### src/cal_ctl_regs.svh
// register offsets, field positions, reset values and timing counts
`ifndef CAL_CTL_REGS_SVH
`define CAL_CTL_REGS_SVH
`define BASE_BLOCKING       12'h200
`define BASE_NONBLOCKING    12'h300
`define OFF_CAL_CONTROL     12'h0A0
`define OFF_CAL_STATUS      12'h0A2
`define POS_REF_SEL_MASK_HI 15
`define POS_REF_SEL_MASK_LO 14
`define POS_SHORT_MASK      13
`define POS_OCAL_MASK       12
`define POS_VDIAG_MASK      11
`define POS_IDIAG_MASK      10
`define POS_IRQEN_MASK      8
`define POS_REF_SEL_HI      7
`define POS_REF_SEL_LO      6
`define POS_SHORT           5
`define POS_OCAL            4
`define POS_VDIAG           3
`define POS_IDIAG           2
`define POS_IRQEN           0
`define POS_REF_SET_FLAG    6
`define POS_OCAL_DONE_FLAG  4
`define POS_CAL_REQ_FLAG    0
`define RST_REF_SEL         2'h2
`define OCAL_TIME_NS        2000
`define CLK_PERIOD_NS       20
`define OCAL_CYCLES         (`OCAL_TIME_NS / `CLK_PERIOD_NS)
`define REF_SETTLE_CYCLES   4
`endif

### src/cal_ctl_pkg.sv
// types shared by the calibration control block
package cal_ctl_pkg;
  typedef enum logic [1:0] {REF_OFF, REF_FIRST, REF_SECOND, REF_THIRD} ref_sel_t;
  typedef enum logic [1:0] {OCAL_IDLE, OCAL_RUN, OCAL_HOLD} ocal_state_t;
endpackage : cal_ctl_pkg

### src/settle_timer.sv
// down-counter that pulses done after a programmed number of cycles
module settle_timer #(
  parameter int W = 8
) (
  input  wire logic         sys_clk,
  input  wire logic         arst_n,
  input  wire logic         start,
  input  wire logic [W-1:0] count,
  output logic              done
);
  logic [W-1:0] cnt_r;
  logic [W-1:0] cnt_nxt;
  logic         run_r;
  logic         run_nxt;
  logic         done_nxt;

  always_comb
  begin
    cnt_nxt  = cnt_r;
    run_nxt  = run_r;
    done_nxt = 1'b0;
    if (start)
    begin
      cnt_nxt = count;
      run_nxt = 1'b1;
    end
    else if (run_r)
    begin
      if (cnt_r <= {{(W-1){1'b0}}, 1'b1})
      begin
        run_nxt  = 1'b0;
        done_nxt = 1'b1;
      end
      else
        cnt_nxt = cnt_r - {{(W-1){1'b0}}, 1'b1};
    end
  end

  always_ff @(posedge sys_clk or negedge arst_n)
  begin
    if (!arst_n)
    begin
      cnt_r <= '0;
      run_r <= 1'b0;
      done  <= 1'b0;
    end
    else
    begin
      cnt_r <= cnt_nxt;
      run_r <= run_nxt;
      done  <= done_nxt;
    end
  end
endmodule : settle_timer

### src/measurement_calibration_control.sv
// calibration control and status registers of the measurement front end
`include "cal_ctl_regs.svh"
module measurement_calibration_control (
  input  wire logic                  sys_clk,
  input  wire logic                  arst_n,
  input  wire logic [11:0]           addr,
  input  wire logic [15:0]           wdata,
  input  wire logic                  wr_en,
  input  wire logic                  rd_en,
  output logic      [15:0]           rdata,
  input  wire logic                  temp_out_of_range,
  output cal_ctl_pkg::ref_sel_t      reference_select,
  output logic                       amp_input_short,
  output logic                       offset_cal_run,
  output logic                       voltage_diag_route,
  output logic                       current_diag_route,
  output logic                       cal_irq
);
  import cal_ctl_pkg::*;

  localparam logic [7:0] OCAL_CNT   = 8'(`OCAL_CYCLES);
  localparam logic [7:0] SETTLE_CNT = 8'(`REF_SETTLE_CYCLES);

  ref_sel_t    ref_sel_r;
  ref_sel_t    ref_sel_nxt;
  logic        short_r;
  logic        short_nxt;
  logic        ocal_r;
  logic        ocal_nxt;
  logic        vdiag_r;
  logic        vdiag_nxt;
  logic        idiag_r;
  logic        idiag_nxt;
  logic        irqen_r;
  logic        irqen_nxt;
  logic        ref_flag_r;
  logic        ref_flag_nxt;
  logic        done_flag_r;
  logic        done_flag_nxt;
  logic        req_flag_r;
  logic        req_flag_nxt;
  ocal_state_t ost_r;
  ocal_state_t ost_nxt;
  logic [15:0] rdata_nxt;
  logic [11:0] offs;
  logic        in_range;
  logic        hit_ctl;
  logic        hit_sr;
  logic        ctl_wr;
  logic        sr_wr;
  logic        tmr_start;
  logic [7:0]  tmr_count;
  logic        tmr_done;
  logic        ref_pending_r;
  logic        ref_pending_nxt;
  logic        ocal_timing;
  logic        settle_run_r;
  logic        settle_run_nxt;

  // both windows map the same registers
  always_comb
  begin
    offs     = '0;
    in_range = 1'b0;
    if (addr >= `BASE_NONBLOCKING && addr < `BASE_NONBLOCKING + 12'h100)
    begin
      offs     = addr - `BASE_NONBLOCKING;
      in_range = 1'b1;
    end
    else if (addr >= `BASE_BLOCKING && addr < `BASE_BLOCKING + 12'h100)
    begin
      offs     = addr - `BASE_BLOCKING;
      in_range = 1'b1;
    end
  end

  assign hit_ctl = in_range && (offs == `OFF_CAL_CONTROL);
  assign hit_sr  = in_range && (offs == `OFF_CAL_STATUS);
  assign ctl_wr  = wr_en && hit_ctl;
  assign sr_wr   = wr_en && hit_sr;

  // one timer is shared: offset calibration and reference settling never overlap in use
  assign ocal_timing = (ost_r == OCAL_RUN);

  always_comb
  begin
    ref_sel_nxt     = ref_sel_r;
    short_nxt       = short_r;
    ocal_nxt        = ocal_r;
    vdiag_nxt       = vdiag_r;
    idiag_nxt       = idiag_r;
    irqen_nxt       = irqen_r;
    ost_nxt         = ost_r;
    ref_pending_nxt = ref_pending_r;
    settle_run_nxt  = settle_run_r;
    tmr_start       = 1'b0;
    tmr_count       = SETTLE_CNT;
    if (ctl_wr)
    begin
      if (wdata[`POS_REF_SEL_MASK_HI] && wdata[`POS_REF_SEL_MASK_LO])
      begin
        ref_sel_nxt     = ref_sel_t'(wdata[`POS_REF_SEL_HI:`POS_REF_SEL_LO]);
        ref_pending_nxt = 1'b1;
      end
      if (wdata[`POS_SHORT_MASK])
        short_nxt = wdata[`POS_SHORT];
      if (wdata[`POS_OCAL_MASK])
        ocal_nxt = wdata[`POS_OCAL];
      if (wdata[`POS_VDIAG_MASK])
        vdiag_nxt = wdata[`POS_VDIAG];
      if (wdata[`POS_IDIAG_MASK])
        idiag_nxt = wdata[`POS_IDIAG];
      if (wdata[`POS_IRQEN_MASK])
        irqen_nxt = wdata[`POS_IRQEN];
    end
    if (tmr_done)
      settle_run_nxt = 1'b0;
    case (ost_r)
      OCAL_IDLE:
        // only a fresh rise of the start bit launches a run
        if (ocal_nxt && !ocal_r)
        begin
          ost_nxt   = OCAL_RUN;
          tmr_start = 1'b1;
          tmr_count = OCAL_CNT;
          // a settle cut short by the run is queued again, else its flag is lost
          if (settle_run_r && !tmr_done)
          begin
            ref_pending_nxt = 1'b1;
            settle_run_nxt  = 1'b0;
          end
        end
      OCAL_RUN:
        if (tmr_done)
          ost_nxt = OCAL_HOLD;
      OCAL_HOLD:
        if (!ocal_r)
          ost_nxt = OCAL_IDLE;
      default:
        ost_nxt = OCAL_IDLE;
    endcase
    if (ref_pending_r && !ocal_timing && !tmr_start)
    begin
      tmr_start       = 1'b1;
      tmr_count       = SETTLE_CNT;
      ref_pending_nxt = ref_sel_nxt != ref_sel_r;
      settle_run_nxt  = 1'b1;
    end
  end

  settle_timer #(
    .W(8)
  ) u_timer (
    .sys_clk (sys_clk),
    .arst_n  (arst_n),
    .start   (tmr_start),
    .count   (tmr_count),
    .done    (tmr_done)
  );

  // set beats a simultaneous write-one clear
  always_comb
  begin
    ref_flag_nxt  = ref_flag_r;
    done_flag_nxt = done_flag_r;
    req_flag_nxt  = req_flag_r;
    if (sr_wr)
    begin
      if (wdata[`POS_REF_SET_FLAG])
        ref_flag_nxt = 1'b0;
      if (wdata[`POS_OCAL_DONE_FLAG])
        done_flag_nxt = 1'b0;
      if (wdata[`POS_CAL_REQ_FLAG])
        req_flag_nxt = 1'b0;
    end
    if (tmr_done && ocal_timing)
      done_flag_nxt = 1'b1;
    if (tmr_done && settle_run_r && ref_sel_r != REF_OFF)
      ref_flag_nxt = 1'b1;
    if (temp_out_of_range)
      req_flag_nxt = 1'b1;
  end

  always_comb
  begin
    rdata_nxt = '0;
    if (rd_en && hit_ctl)
    begin
      rdata_nxt[`POS_REF_SEL_HI:`POS_REF_SEL_LO] = ref_sel_r;
      rdata_nxt[`POS_SHORT] = short_r;
      rdata_nxt[`POS_OCAL]  = ocal_r;
      rdata_nxt[`POS_VDIAG] = vdiag_r;
      rdata_nxt[`POS_IDIAG] = idiag_r;
      rdata_nxt[`POS_IRQEN] = irqen_r;
    end
    else if (rd_en && hit_sr)
    begin
      rdata_nxt[`POS_REF_SET_FLAG]   = ref_flag_r;
      rdata_nxt[`POS_OCAL_DONE_FLAG] = done_flag_r;
      rdata_nxt[`POS_CAL_REQ_FLAG]   = req_flag_r;
    end
  end

  always_ff @(posedge sys_clk or negedge arst_n)
  begin
    if (!arst_n)
    begin
      ref_sel_r     <= REF_SECOND;
      short_r       <= 1'b0;
      ocal_r        <= 1'b0;
      vdiag_r       <= 1'b0;
      idiag_r       <= 1'b0;
      irqen_r       <= 1'b0;
      ost_r         <= OCAL_IDLE;
      ref_pending_r <= 1'b1;
      settle_run_r  <= 1'b0;
      ref_flag_r    <= 1'b0;
      done_flag_r   <= 1'b0;
      req_flag_r    <= 1'b0;
      rdata         <= '0;
    end
    else
    begin
      ref_sel_r     <= ref_sel_nxt;
      short_r       <= short_nxt;
      ocal_r        <= ocal_nxt;
      vdiag_r       <= vdiag_nxt;
      idiag_r       <= idiag_nxt;
      irqen_r       <= irqen_nxt;
      ost_r         <= ost_nxt;
      ref_pending_r <= ref_pending_nxt;
      settle_run_r  <= settle_run_nxt;
      ref_flag_r    <= ref_flag_nxt;
      done_flag_r   <= done_flag_nxt;
      req_flag_r    <= req_flag_nxt;
      rdata         <= rdata_nxt;
    end
  end

  assign reference_select   = ref_sel_r;
  assign amp_input_short    = short_r;
  assign offset_cal_run     = ocal_timing;
  assign voltage_diag_route = vdiag_r;
  assign current_diag_route = idiag_r;
  assign cal_irq            = req_flag_r && irqen_r;

  masked_write_a: assert property (@(posedge sys_clk) disable iff (!arst_n)
    ctl_wr && !wdata[`POS_SHORT_MASK] |=> $stable(short_r))
    else $error("input short changed without its mask");
  ocal_mask_a: assert property (@(posedge sys_clk) disable iff (!arst_n)
    ctl_wr && !wdata[`POS_OCAL_MASK] |=> $stable(ocal_r))
    else $error("offset start changed without its mask");
  ref_mask_a: assert property (@(posedge sys_clk) disable iff (!arst_n)
    ctl_wr && wdata[15:14] == 2'h3 |=> ref_sel_r == $past(wdata[7:6]))
    else $error("reference select not taken under mask");
  irq_gate_a: assert property (@(posedge sys_clk) disable iff (!arst_n)
    ctl_wr && wdata[`POS_IRQEN_MASK] && !wdata[`POS_IRQEN] |=> !cal_irq)
    else $error("interrupt not gated by enable");
  req_set_a: assert property (@(posedge sys_clk) disable iff (!arst_n)
    temp_out_of_range |=> req_flag_r)
    else $error("request flag lost on out-of-range");
  fresh_start_a: assert property (@(posedge sys_clk) disable iff (!arst_n)
    ost_r == OCAL_HOLD && ocal_r |=> ost_r != OCAL_RUN)
    else $error("calibration restarted without fresh start");
  done_set_a: assert property (@(posedge sys_clk) disable iff (!arst_n)
    ost_r == OCAL_RUN && tmr_done |=> done_flag_r && ost_r == OCAL_HOLD)
    else $error("done flag not set at completion");
  w1c_clear_a: assert property (@(posedge sys_clk) disable iff (!arst_n)
    sr_wr && wdata[0] && !temp_out_of_range |=> !req_flag_r)
    else $error("request flag not cleared by write one");
  mask_read_a: assert property (@(posedge sys_clk) disable iff (!arst_n)
    rd_en |=> rdata[15:8] == 8'h00)
    else $error("mask bits read non-zero");
  read_stands_a: assert property (@(posedge sys_clk) disable iff (!arst_n)
    rd_en ##1 !rd_en |=> rdata == 16'h0000)
    else $error("read data outlived its cycle");
  vdiag_mask_a: assert property (@(posedge sys_clk) disable iff (!arst_n)
    ctl_wr && wdata[11] |=> voltage_diag_route == $past(wdata[3]))
    else $error("voltage diag not written under mask");
  idiag_mask_a: assert property (@(posedge sys_clk) disable iff (!arst_n)
    ctl_wr && wdata[10] |=> current_diag_route == $past(wdata[2]))
    else $error("current diag not written under mask");
  irqen_mask_a: assert property (@(posedge sys_clk) disable iff (!arst_n)
    ctl_wr && !wdata[8] |=> $stable(irqen_r))
    else $error("irq enable changed without its mask");
endmodule : measurement_calibration_control

### config.mk
export PLATFORM = sky130hd
export DESIGN_NAME = measurement_calibration_control
export DESIGN_NICKNAME = d
export VERILOG_FILES = /design/src/cal_ctl_pkg.sv /design/src/settle_timer.sv /design/src/measurement_calibration_control.sv
export VERILOG_INCLUDE_DIRS = /design/src
export SDC_FILE = /design/constraint.sdc
export NUM_CORES = 1
export LEC_CHECK = 0
export ABC_AREA = 1
export BUFFER_PORTS_ARGS = -buffer_cell sky130_fd_sc_hd__buf_4
export CAP_MARGIN = 40
export CORE_MARGIN = 2
export CORE_UTILIZATION = 50
export DETAILED_ROUTE_END_ITERATION = 8
export PLACE_DENSITY = 0.86
export SETUP_SLACK_MARGIN = 0.02
export SYNTH_ARGS = -nofsm -noshare
export SYNTH_HDL_FRONTEND = slang
export SYNTH_SLANG_ARGS = --single-unit
### constraint.sdc
create_clock -name sys_clk -period 2.05 [get_ports sys_clk]
set_input_delay 0.1025 -clock sys_clk [delete_from_list [all_inputs] [get_ports sys_clk]]
set_output_delay 0.1025 -clock sys_clk [all_outputs]
set_load 0.01 [all_outputs]
==> impl_results.md, run 1 <==
- R2R depth: 10
- MaxCap Viol Count: 0
- Power density cells: 544 nW/um^2
- Commonest non-fill, non-tap cells in the layout: 44 x nand2_1, 44 x buf_4, 36 x inv_1, 36 x nor2_1, 29 x dfrtp_1
- Arr. time, crit path: 2.04 ns
- Vias: 1535
- CP Buf/Inv Count: 3
- R2R Path Start: u_timer.cnt_r[0]
- Hold EP: amp_input_short
- Post-synth EDFFs: 0
- TritonCTS clock tree: built
- Nature of the critical path startpoint: flip-flop
- Fin crit share: 0.868
- Avg Synthesized Cell Area: 7.85 sq um
- Synth top area share: 0.416
- DR vias/cell: 4.74
- Post-synthesis sequential area ratio: 0.447
- VDD IR max: between 0.0003 and 0.0004 V
- Floorplan die height: between 60 and 70 um
- Critical Path RT: 2.31 ns
- Cell taking the most area after synthesis: dfrtp_1
- Mapped Cells: about 220
- # DRC: 0
- R2R Setup Slk: between 0.2 and 0.3 ns
- Global-route wire length before repair: 6060 um
- WHS Path Cells: 3
- Top Ports: 56
- Endpoints failing setup: 0
- Tmin final: 1.78 ns
- Max Clock Freq: 562 MHz
- RSZ-0062 raised after global routing: false
- Setup TNS: 0 ns
- Status: finished clean
- Critical path cell sequence: inv_1 > ha_1 > nor2_1 > nor4_1 > nor2_1 > inv_2 > nand3_4 > inv_2 > nand2_1 > nand2_1
- Port Buf Inserts: 44
- Worst-path maximum fanout: 6
- Synth area leaders: dfrtp_1 42%, nand2_1 9.5%, inv_1 7.8%
- Slew Viols, Final: 0
- DRT antenna net count: 0
- Leak: ~0.0012 uW
- Layout Cells excl Fill: 324
- Area grow syn2layout: 27.9%
- Switching Fraction: 0.214
- Skew final: approximately 0.007 ns
- Layout Nets: 315
- Reg2reg end: u_timer.cnt_r[5]
- FFs w/ async S/R, synth: 1.00
- Maximum root-to-sink buffer count: 2
- Main synth FF type: dfrtp_1
- Initial antenna violation count: 0
- Sequential fraction of design power: 0.505
- Clk slew on worst S/H paths: 0.10 ns
- Total GRT Usage: 0.192
- Layout cells sized above 1: 0.245
- FP Rows: 21
- Initial Util: 0.522
- Slowest CP cell: dfrtp_1
- Design Power: 1210 uW
- Post-Place Cells: 311
- Clk sinks: 31
- Delay-heaviest family, CP: simple AND/OR/NAND/NOR gates
- Post-Route WL: 3480 um
- Setup crit end kind: flip-flop
- P_int: 953 uW
- N_diodes: 0
- Fillers: 256
- HP Class: primary input to flip-flop
- Initial DRC count: 47
- Core Area: 3340 sq um
- # Post-CTS Setup Buffers: 0
- Syn Std Cell Area: around 1700 sq um
- Clock root buffer: clkbuf_4
- Synth cell types: 29
- Yosys warnings: 0
- Net Switching: 260 uW
- Post-CTS sizing: 0
- Final hold vios: 0
- Drt first pass iters: 4
- Clk_lat worst skew: 0.32 ns
- Global route overflow: 0
- FF+latch count, synth: 31
- Hold Crit Start: wdata[5]
- Htree depth: 2
- Number of buffers created by CTS: 5
- Gpl congestion: between 0.8 and 0.9
- Avg WL per Cell: 10.8 um
- Slowest Stage Delay on Critical Path: 0.41 ns
- Critical path type: flip-flop to flip-flop
- Combinational group share of total power: 0.086
- Full die area: between 3000 and 4000 sq um
- Largest net degree at the start of global routing: 32
- Clock network power share: 0.409
- Final HPWL DP: 2650 um
- Vias in the first global route: 1490
- Die extent in x: 63.0 um
==> power groups by stage <==
| stage | clock network (uW) | registers [uW] | logic, uW |
|---|---|---|---|
| 2_1_floorplan | 0 | 624 | 42.6 |
| 3_3_place_gp | 0 | 624 | 94.1 |
| 3_5_place_dp | 0 | 624 | 96.7 |
| 4_1_cts | 508 | 612 | 103 |
| 5_1_grt | 546 | 613 | 117 |
| 6_report | 496 | 612 | 104 |
==> metrics by stage <==
step                      area (sq um)  setup slack (ns)  utilization  hold WS (ns)
after floorplan                   1770             0.550            -        -0.193
after global placement            2090             0.349        0.627        0.0526
after detailed placement          2090             0.303        0.627        0.0533
after CTS                         2220             0.272        0.665        0.0169
after global routing              2230            0.0486        0.668        0.0124
final                             2230             0.271        0.668        0.0249
==> cell type report <==
| type | count | area [sq um] | area share |
|---|---|---|---|
| Tap cell | 46 | 57.6 | 0.0258 |
| Clock inverter | 2 | 35.0 | 0.0157 |
| Inverter | 39 | 146 | 0.0657 |
| Sequential cell | 31 | 778 | 0.349 |
| Timing Repair Buffer | 49 | 380 | 0.171 |
| Clock buffer | 6 | 51.3 | 0.0230 |
| Multi-Input combinational cell | 151 | 781 | 0.350 |
==> state kept, by name (all words and copies together), names as in the netlist <==
name and flops:
ref_flag_r 1, settle_run_r 1, voltage_diag_route 1, rdata 7, ref_pending_r 1, ost_r 2
amp_input_short 1, irqen_r 1, current_diag_route 1, u_timer.run_r 1, ocal_r 1, u_timer.cnt_r 8
done_flag_r 1, reference_select 2, req_flag_r 1, u_timer.done 1
==> worst max path at each step <==
stage | cells past startpoint | end | slack (ns) | from
after CTS | 10 | u_timer.cnt_r[5] | 0.27 | u_timer.cnt_r[0]
after detailed placement | 14 | u_timer.cnt_r[7] | 0.30 | addr[9]
final | 10 | u_timer.cnt_r[5] | 0.27 | u_timer.cnt_r[0]
after global routing | 10 | u_timer.cnt_r[7] | 0.05 | u_timer.cnt_r[0]
after floorplan | 10 | u_timer.cnt_r[5] | 0.55 | u_timer.cnt_r[0]
after global placement | 10 | u_timer.cnt_r[7] | 0.35 | u_timer.cnt_r[0]
==> tightest hold or removal path: stages <==
cell and delay, ns:
buf_4 0.08, nor2_1 0.03, a21oi_1 0.10
==> routing by layer <==
metal,global-route usage,part of all wire
met5,0,0
met4,0.0889,0.011
met3,0.0378,0.047
met2,0.335,0.51
met1,0.227,0.43
==> synth_stat cells, types with 3 or more instances <==
cell	n
ha_1	5
nor2_1	36
inv_2	3
dfrtp_1	29
xor2_1	3
nand4_1	3
a21oi_1	8
inv_1	36
nand2_1	44
buf_4	9
nand3_1	12
o21ai_0	10
==> logic make-up (layout without fill, tap and decap cells) <==
logic type               count (synthesis)  after routing  synth area share
adder cells (fa/ha/maj)                  5              5            0.0359
flip-flops                              31             31             0.447
XOR/XNOR                                 5              5            0.0251
other                                    1              9           0.00215
buffers and inverters                   48             96             0.123
AND/OR/NAND/NOR                        109            109             0.296
AO/OA/AOI/OAI                           23             23            0.0718
==> timing repair <==
item,in CTS,in global routing
endpoints found under the setup margin,0,0
hold endpoints to repair,32,1
hold buffers,4,1
No activity file was read; power rests on OpenSTA's default activity.
==> run 2, diff against run 1 <==
--- a/config.mk
+++ b/config.mk
@@ -9,6 +9,7 @@
 export ABC_AREA = 1
 export BUFFER_PORTS_ARGS = -buffer_cell sky130_fd_sc_hd__buf_4
 export CAP_MARGIN = 40
+export CORE_ASPECT_RATIO = 1.25
 export CORE_MARGIN = 2
 export CORE_UTILIZATION = 50
 export DETAILED_ROUTE_END_ITERATION = 8
==> run 2 against run 1 <==
Compared with the run above: sequential cell count did not move; clock skew fell by 0.0027 ns; via count fell by 2.3%; non-clock buffer count fell by 4; global-route usage fell by 0.84 points; total power rose by 8.7%; worst setup slack improved by 0.059 ns; combinational power fell by 6%; fmax rose by 3.4%; largest power group unchanged; highest routed layer unchanged.
==> impl_results.md, run 2 (synthesis gave the netlist of run 1 again) <==
- Final HPWL DP: 2730 um (+3.3%)
- Util after Layout: 0.646 (-0.0220)
- Worst setup startpoint: u_timer.cnt_r[0]
- R2R depth: 10 (unchanged)
- Nature of the critical path startpoint: flip-flop
- Global-route wire length before repair: 5870 um (-3.2%)
- # DRC: 0 (unchanged)
- Initial DRC count: 49 (+4.3%)
- Tmin final: 1.72 ns (-0.0590 ns)
- RSZ-0062 raised after global routing: false
- Register with the most flip-flops: u_timer.cnt_r
- Total GRT Usage: 0.184 (-0.00839)
- Vias in the first global route: 1445 (-3.0%)
- Critical Path RT: 2.26 ns (-0.05 ns)
- Largest net degree at the start of global routing: 32 (unchanged)
- Skew final: 0.00434 ns (-0.00273 ns)
- Post-Route WL: 3370 um (-3.2%)
- Avg WL per Cell: 10.8 um (+0.16%)
- Final instance area: 2210 sq um (-0.79%)
- Floorplan die height: 70.0 um (+11%)
- Core Area: 3420 sq um (+2.6%)
- Max Clock Freq: 581 MHz (+3.4%)
- Maximum root-to-sink buffer count: 2 (unchanged)
- Design Power: 1320 uW (+8.7%)
- Number of buffers created by CTS: 5 (unchanged)
- Setup TNS: 0 ns (unchanged)
- Fillers: 303 (+18%)
- Dpl cell area: 2080 sq um (-0.42%)
- Top Ports: 56 (unchanged)
- Fin crit share: 0.839 (-0.0288)
- Vias: 1500 (-2.3%)
- TritonCTS clock tree: built
- Final hold vios: 0 (unchanged)
- Area grow syn2layout: 26.9%
- Clk_lat worst skew: 0.28 ns (-0.04 ns)
- Critical path type: flip-flop to flip-flop
- Arr. time, crit path: 1.93 ns (-0.11 ns)
- Full die area: 3980 sq um (about the same)
- Layout Nets: 311 (-1.3%)
- Layout cells sized above 1: 0.248 (+0.00357)
- Die extent in x: 56.8 um (-9.9%)
- DR vias/cell: 4.79 (+1.2%)
- Initial Util: 0.509 (-0.0132)
- R2R Path Start: u_timer.cnt_r[0]
- Drt first pass iters: 4 (unchanged)
- Reg2reg end: u_timer.cnt_r[5]
- Global route overflow: 0 (unchanged)
- Endpoints failing setup: 0 (unchanged)
- R2R Setup Slk: 0.33 ns (+0.06 ns)
- Power density cells: 596 nW/um^2 (+9.6%)
- Clock root buffer: clkbuf_8
- Worst-path maximum fanout: 6 (unchanged)
- Clk slew on worst S/H paths: 0.06 ns (-0.04 ns)
- FP Rows: 24 (+14%)
- HP Class: primary input to flip-flop
- Slew Viols, Final: 0 (unchanged)
- DRT antenna net count: 0 (unchanged)
- Gpl congestion: 0.885 (+4.8%)
- Clk sinks: 31 (unchanged)
- Final WS setup: 0.330 ns (+0.0590 ns)
- Critical path destination: u_timer.cnt_r[5]
- # Post-CTS Setup Buffers: 0 (unchanged)
- Max reg flops: 8 (unchanged)
- Setup crit end kind: flip-flop
- Hold Crit Start: temp_out_of_range
- Top flop regs: u_timer.cnt_r: 8 flops, rdata: 7 flops
- WHS Path Cells: 3 (unchanged)
- Htree depth: 2 (unchanged)
- Leak: 0.00120 uW (-0.31%)
- MaxCap Viol Count: 0 (unchanged)
- Commonest non-fill, non-tap cells in the layout: 44 x nand2_1, 44 x buf_4, 36 x inv_1, 36 x nor2_1, 29 x dfrtp_1
- Initial antenna violation count: 0 (unchanged)
- N_diodes: 0 (unchanged)
- Port Buf Inserts: 44 (unchanged)
- VDD IR max: 0.000552 V (+67%)
- Status: finished clean
- Pre-CTS setup slack: 0.309 ns (+0.00618 ns)
## run 2: cell count changes in the layout (fill, tap and decap cells not counted)
| cell | previous run | this run |
|---|---|---|
| clkbuf_4 | 5 | 0 |
| clkbuf_8 | 1 | 6 |
| dlygate4sd3_1 | 5 | 1 |
## run 2: how the worst min path moves through the flow
| stage | to | slack, ns |
|---|---|---|
| floorplan | amp_input_short | -0.19 |
| global placement | rdata[4] | 0.05 |
| detailed placement | irqen_r | 0.05 |
| CTS | req_flag_r | 0.007 |
| global route | irqen_r | 0.01 |
| finish | req_flag_r | 0.02 |
## run 2: routing by layer
layer  global-route usage  vias up  wire length, um
li1                     -      774                -
met1                0.200      684             1330
met2                0.337       40             1820
met3               0.0556        2              194
met4               0.0543        0               23
met5                    0        -                0
## run 2: area by class of cell
| type | instances | area, sq um | share of cell area |
|---|---|---|---|
| clock buffers | 6 | 82.6 | 0.0373 |
| flip-flops and latches | 31 | 778 | 0.352 |
| repair buffers | 45 | 340 | 0.154 |
| inverters | 39 | 146 | 0.0662 |
| multi-input cells | 151 | 781 | 0.353 |
| well taps | 39 | 48.8 | 0.0221 |
| clock inverters | 2 | 35.0 | 0.0158 |
## run 2: per-stage QoR
stage	instances	hold slack [ns]
2_1_floorplan	230	-0.193
3_3_place_gp	304	0.0483
3_5_place_dp	304	0.0541
4_1_cts	313	0.00716
5_1_grt	313	0.0137
6_report	313	0.0191
## run 2: report_power, final
group          switching [uW]  internal, uW
clock                     214           393
combinational            49.9          47.8
sequential              0.424           613
## run 2: critical path: stages (launching register included)
cell,delay [ns]
dfrtp_1,0.40
inv_1,0.10
ha_1,0.17
nor2_1,0.05
nor4_1,0.31
nor2_1,0.16
inv_2,0.12
nand3_4,0.11
inv_2,0.12
nand2_1,0.05
nand2_1,0.07
## run 2: timing repair
item | in CTS | in global routing
hold endpoints to repair | 29 | 0
resized for setup | 0 | 0
hold buffers | 1 | 0
==> run 3, diff against run 2 <==
--- a/config.mk
+++ b/config.mk
@@ -11,9 +11,9 @@
 export CAP_MARGIN = 40
 export CORE_ASPECT_RATIO = 1.25
 export CORE_MARGIN = 2
-export CORE_UTILIZATION = 50
+export CORE_UTILIZATION = 45
 export DETAILED_ROUTE_END_ITERATION = 8
-export PLACE_DENSITY = 0.86
+export PLACE_DENSITY = 0.82
 export SETUP_SLACK_MARGIN = 0.02
 export SYNTH_ARGS = -nofsm -noshare
 export SYNTH_HDL_FRONTEND = slang
==> constraint.sdc (replaced) <==
create_clock -name sys_clk -period 1.4 [get_ports sys_clk]
set_input_delay 0.07 -clock sys_clk [delete_from_list [all_inputs] [get_ports sys_clk]]
set_output_delay 0.07 -clock sys_clk [all_outputs]
set_load 0.01 [all_outputs]
==> run 3 against run 2 <==
Compared with the run above: the flow now finishes with violations (setup timing); core utilization increased by 5.9 points; total power increased by 32%; die area increased by 10%; sequential share of layout area decreased by 5.8 points; sequential power increased by 46%; routed wire length increased by 32%; via count increased by 14%; clock power increased by 7.7%; first-iteration DRC count increased by 96%.
==> impl_results.md, run 3 (synthesis gave the netlist of run 1 again) <==
- Status: finished with violations
- Failing checks: setup timing
- Initial DRC count: 96 (+96%)
- Leak: 0.00134 uW (+12%)
- Core Area: 3750 sq um (+9.6%)
- WHS Path Cells: 3 (unchanged)
- Reg2reg end: u_timer.cnt_r[3]
- Met3 Use GR: 0.0475 (-0.00802)
- R2R Setup Slk: -0.11 ns (-0.44 ns)
- Critical Path RT: 1.61 ns (-0.65 ns)
- Global route overflow: 0 (unchanged)
- DRT antenna net count: 0 (unchanged)
- MaxCap Viol Count: 0 (unchanged)
- RSZ-0062 raised after global routing: true
- Clk_lat worst skew: 0.28 ns (about the same)
- Grt met1 use: 0.221 (+0.0211)
- DR vias/cell: 4.97 (+3.6%)
- Gpl congestion: 0.821 (-7.2%)
- Slew Viols, Final: 0 (unchanged)
- Htree depth: 2 (unchanged)
- Hold Crit Start: wdata[3]
- Initial antenna violation count: 0 (unchanged)
- Delay-heaviest family, CP: simple AND/OR/NAND/NOR gates
- Max Clock Freq: 664 MHz (+14%)
- Max reg flops: 8 (unchanged)
- FP Rows: 25 (+4.2%)
- Final WS setup: -0.107 ns (-0.436 ns)
- Gr busiest metal: met2
- Global-route wire length before repair: 6570 um (+12%)
- Drt first pass iters: 4 (unchanged)
- VDD IR max: 0.000522 V (-5.4%)
- Area grow syn2layout: 52.0%
- Floorplan die height: 73.6 um (+5.1%)
- Endpoints failing setup: 8 (+8)
- CP Buf/Inv Count: 2 (-1)
- Setup TNS: -0.676 ns (-0.676 ns)
- R2R Path Start: u_timer.cnt_r[4]
- Fin crit share: 1.08 (+0.237)
- Final HPWL DP: 3080 um (+13%)
- Full die area: 4390 sq um (+10%)
- Tmin final: 1.51 ns (-0.214 ns)
- Commonest non-fill, non-tap cells in the layout: 67 x buf_4, 36 x nand2_1, 31 x inv_1
- M2 GR Usage: 0.355 (+0.0179)
- Critical path cell sequence: nor2_2 > nand2_2 > nor4_4 > nor2_2 > inv_2 > nand3_4 > inv_4 > nand2_2 > nand2_1
- Avg WL per Cell: 13.0 um (+21%)
- Worst-path maximum fanout: 6 (unchanged)
- Top Ports: 56 (unchanged)
- Layout Cells excl Fill: 343 (+9.6%)
- Post-Place Cells: 324 (+6.6%)
- TritonCTS clock tree: built
- R2R depth: 9 (-1)
- Slowest CP cell: dfrtp_1
- Vias: 1703 (+14%)
- Critical path type: flip-flop to flip-flop
- Slowest Stage Delay on Critical Path: 0.41 ns (about the same)
- WP depth: 9 (-1)
- Vias in the first global route: 1611 (+11%)
- Design Power: 1740 uW (+32%)
- Hold EP: voltage_diag_route
- N_diodes: 0 (unchanged)
- Clk slew on worst S/H paths: 0.06 ns (about the same)
- Layout cells sized above 1: 0.439 (+0.191)
- Skew final: 0.00623 ns (+0.00189 ns)
- Setup crit end kind: flip-flop
- Die extent in x: 59.7 um (+5.0%)
- # DRC: 0 (unchanged)
- Clock root buffer: clkbuf_8
- Layout Nets: 340 (+9.3%)
- Total GRT Usage: 0.200 (+0.0163)
- Post-Route WL: 4460 um (+32%)
- Final hold vios: 0 (unchanged)
- Clk sinks: 31 (unchanged)
- Maximum root-to-sink buffer count: 2 (unchanged)
- Arr. time, crit path: 1.72 ns (-0.21 ns)
- Port Buf Inserts: 44 (unchanged)
- Power density cells: 657 nW/um^2 (+10%)
- HP Class: primary input to flip-flop
- Util after Layout: 0.706 (+0.0595)
- Nature of the critical path startpoint: flip-flop
- Number of buffers created by CTS: 5 (unchanged)
- Largest net degree at the start of global routing: 32 (unchanged)
- Initial Util: 0.464 (-0.0448)
- Most common cell after layout, fill and taps aside: buf_4
- Top flop regs: u_timer.cnt_r: 8 flops, rdata: 7 flops
- Register with the most flip-flops: u_timer.cnt_r
==> run 3: where the power goes <==
group | leakage [uW] | switching, uW | internal, uW
logic | 0.000938 | 94.7 | 94.9
registers | 0.000359 | 0.716 | 897
clock network | 0.0000477 | 315 | 339
total | 0.00134 | 410 | 1330
==> run 3: worst max path at each step <==
stage | slack [ns] | to | startpoint
after CTS | -0.06 | u_timer.cnt_r[4] | u_timer.cnt_r[0]
after global placement | -0.19 | u_timer.cnt_r[6] | addr[9]
after detailed placement | -0.24 | u_timer.cnt_r[1] | addr[9]
final | -0.11 | u_timer.cnt_r[3] | u_timer.cnt_r[4]
after floorplan | -0.04 | u_timer.cnt_r[4] | u_timer.cnt_r[1]
after global routing | -0.20 | u_timer.cnt_r[3] | u_timer.cnt_r[4]
==> run 3: area by class of cell <==
type	count	area, sq um
clock buffer	5	68.8
clock inverter	3	15.0
fill	280	1100
inverter	39	159
multi-input combinational	151	991
sequential	31	778
tap	40	50.0
timing repair buffer	74	587
==> run 3: tightest hold or removal path: cells and delay by family <==
kind	cells	cell delay, ns
AOI/OAI and AO/OA	1	0.10
buffers and inverters	1	0.09
and+or+nand+nor	1	0.03
==> run 3: what timing repair did <==
| action | 4_1_cts | 5_1_grt |
|---|---|---|
| endpoints found under the setup margin | 9 | 21 |
| buffers inserted | 1 | 7 |
| endpoints found under the hold margin | 31 | 0 |
| pin swaps | 3 | 20 |
| hold buffers | 3 | 0 |
| gates resized for setup | 8 | 37 |
==> run 3: stage by stage <==
stage | hold slack [ns] | cell area [sq um] | setup WS, ns
floorplan | -0.226 | 1840 | -0.0377
global placement | 0.0168 | 2300 | -0.186
detailed placement | 0.0199 | 2300 | -0.240
CTS | 0.0411 | 2460 | -0.0588
global route | 0.0433 | 2650 | -0.203
finish | 0.0442 | 2650 | -0.107
==> run 3: layer usage <==
metal	vias to the layer above	part of all wire
li1	838	-
met1	791	0.38
met3	12	0.046
met2	62	0.55
met5	-	0
met4	0	0.027
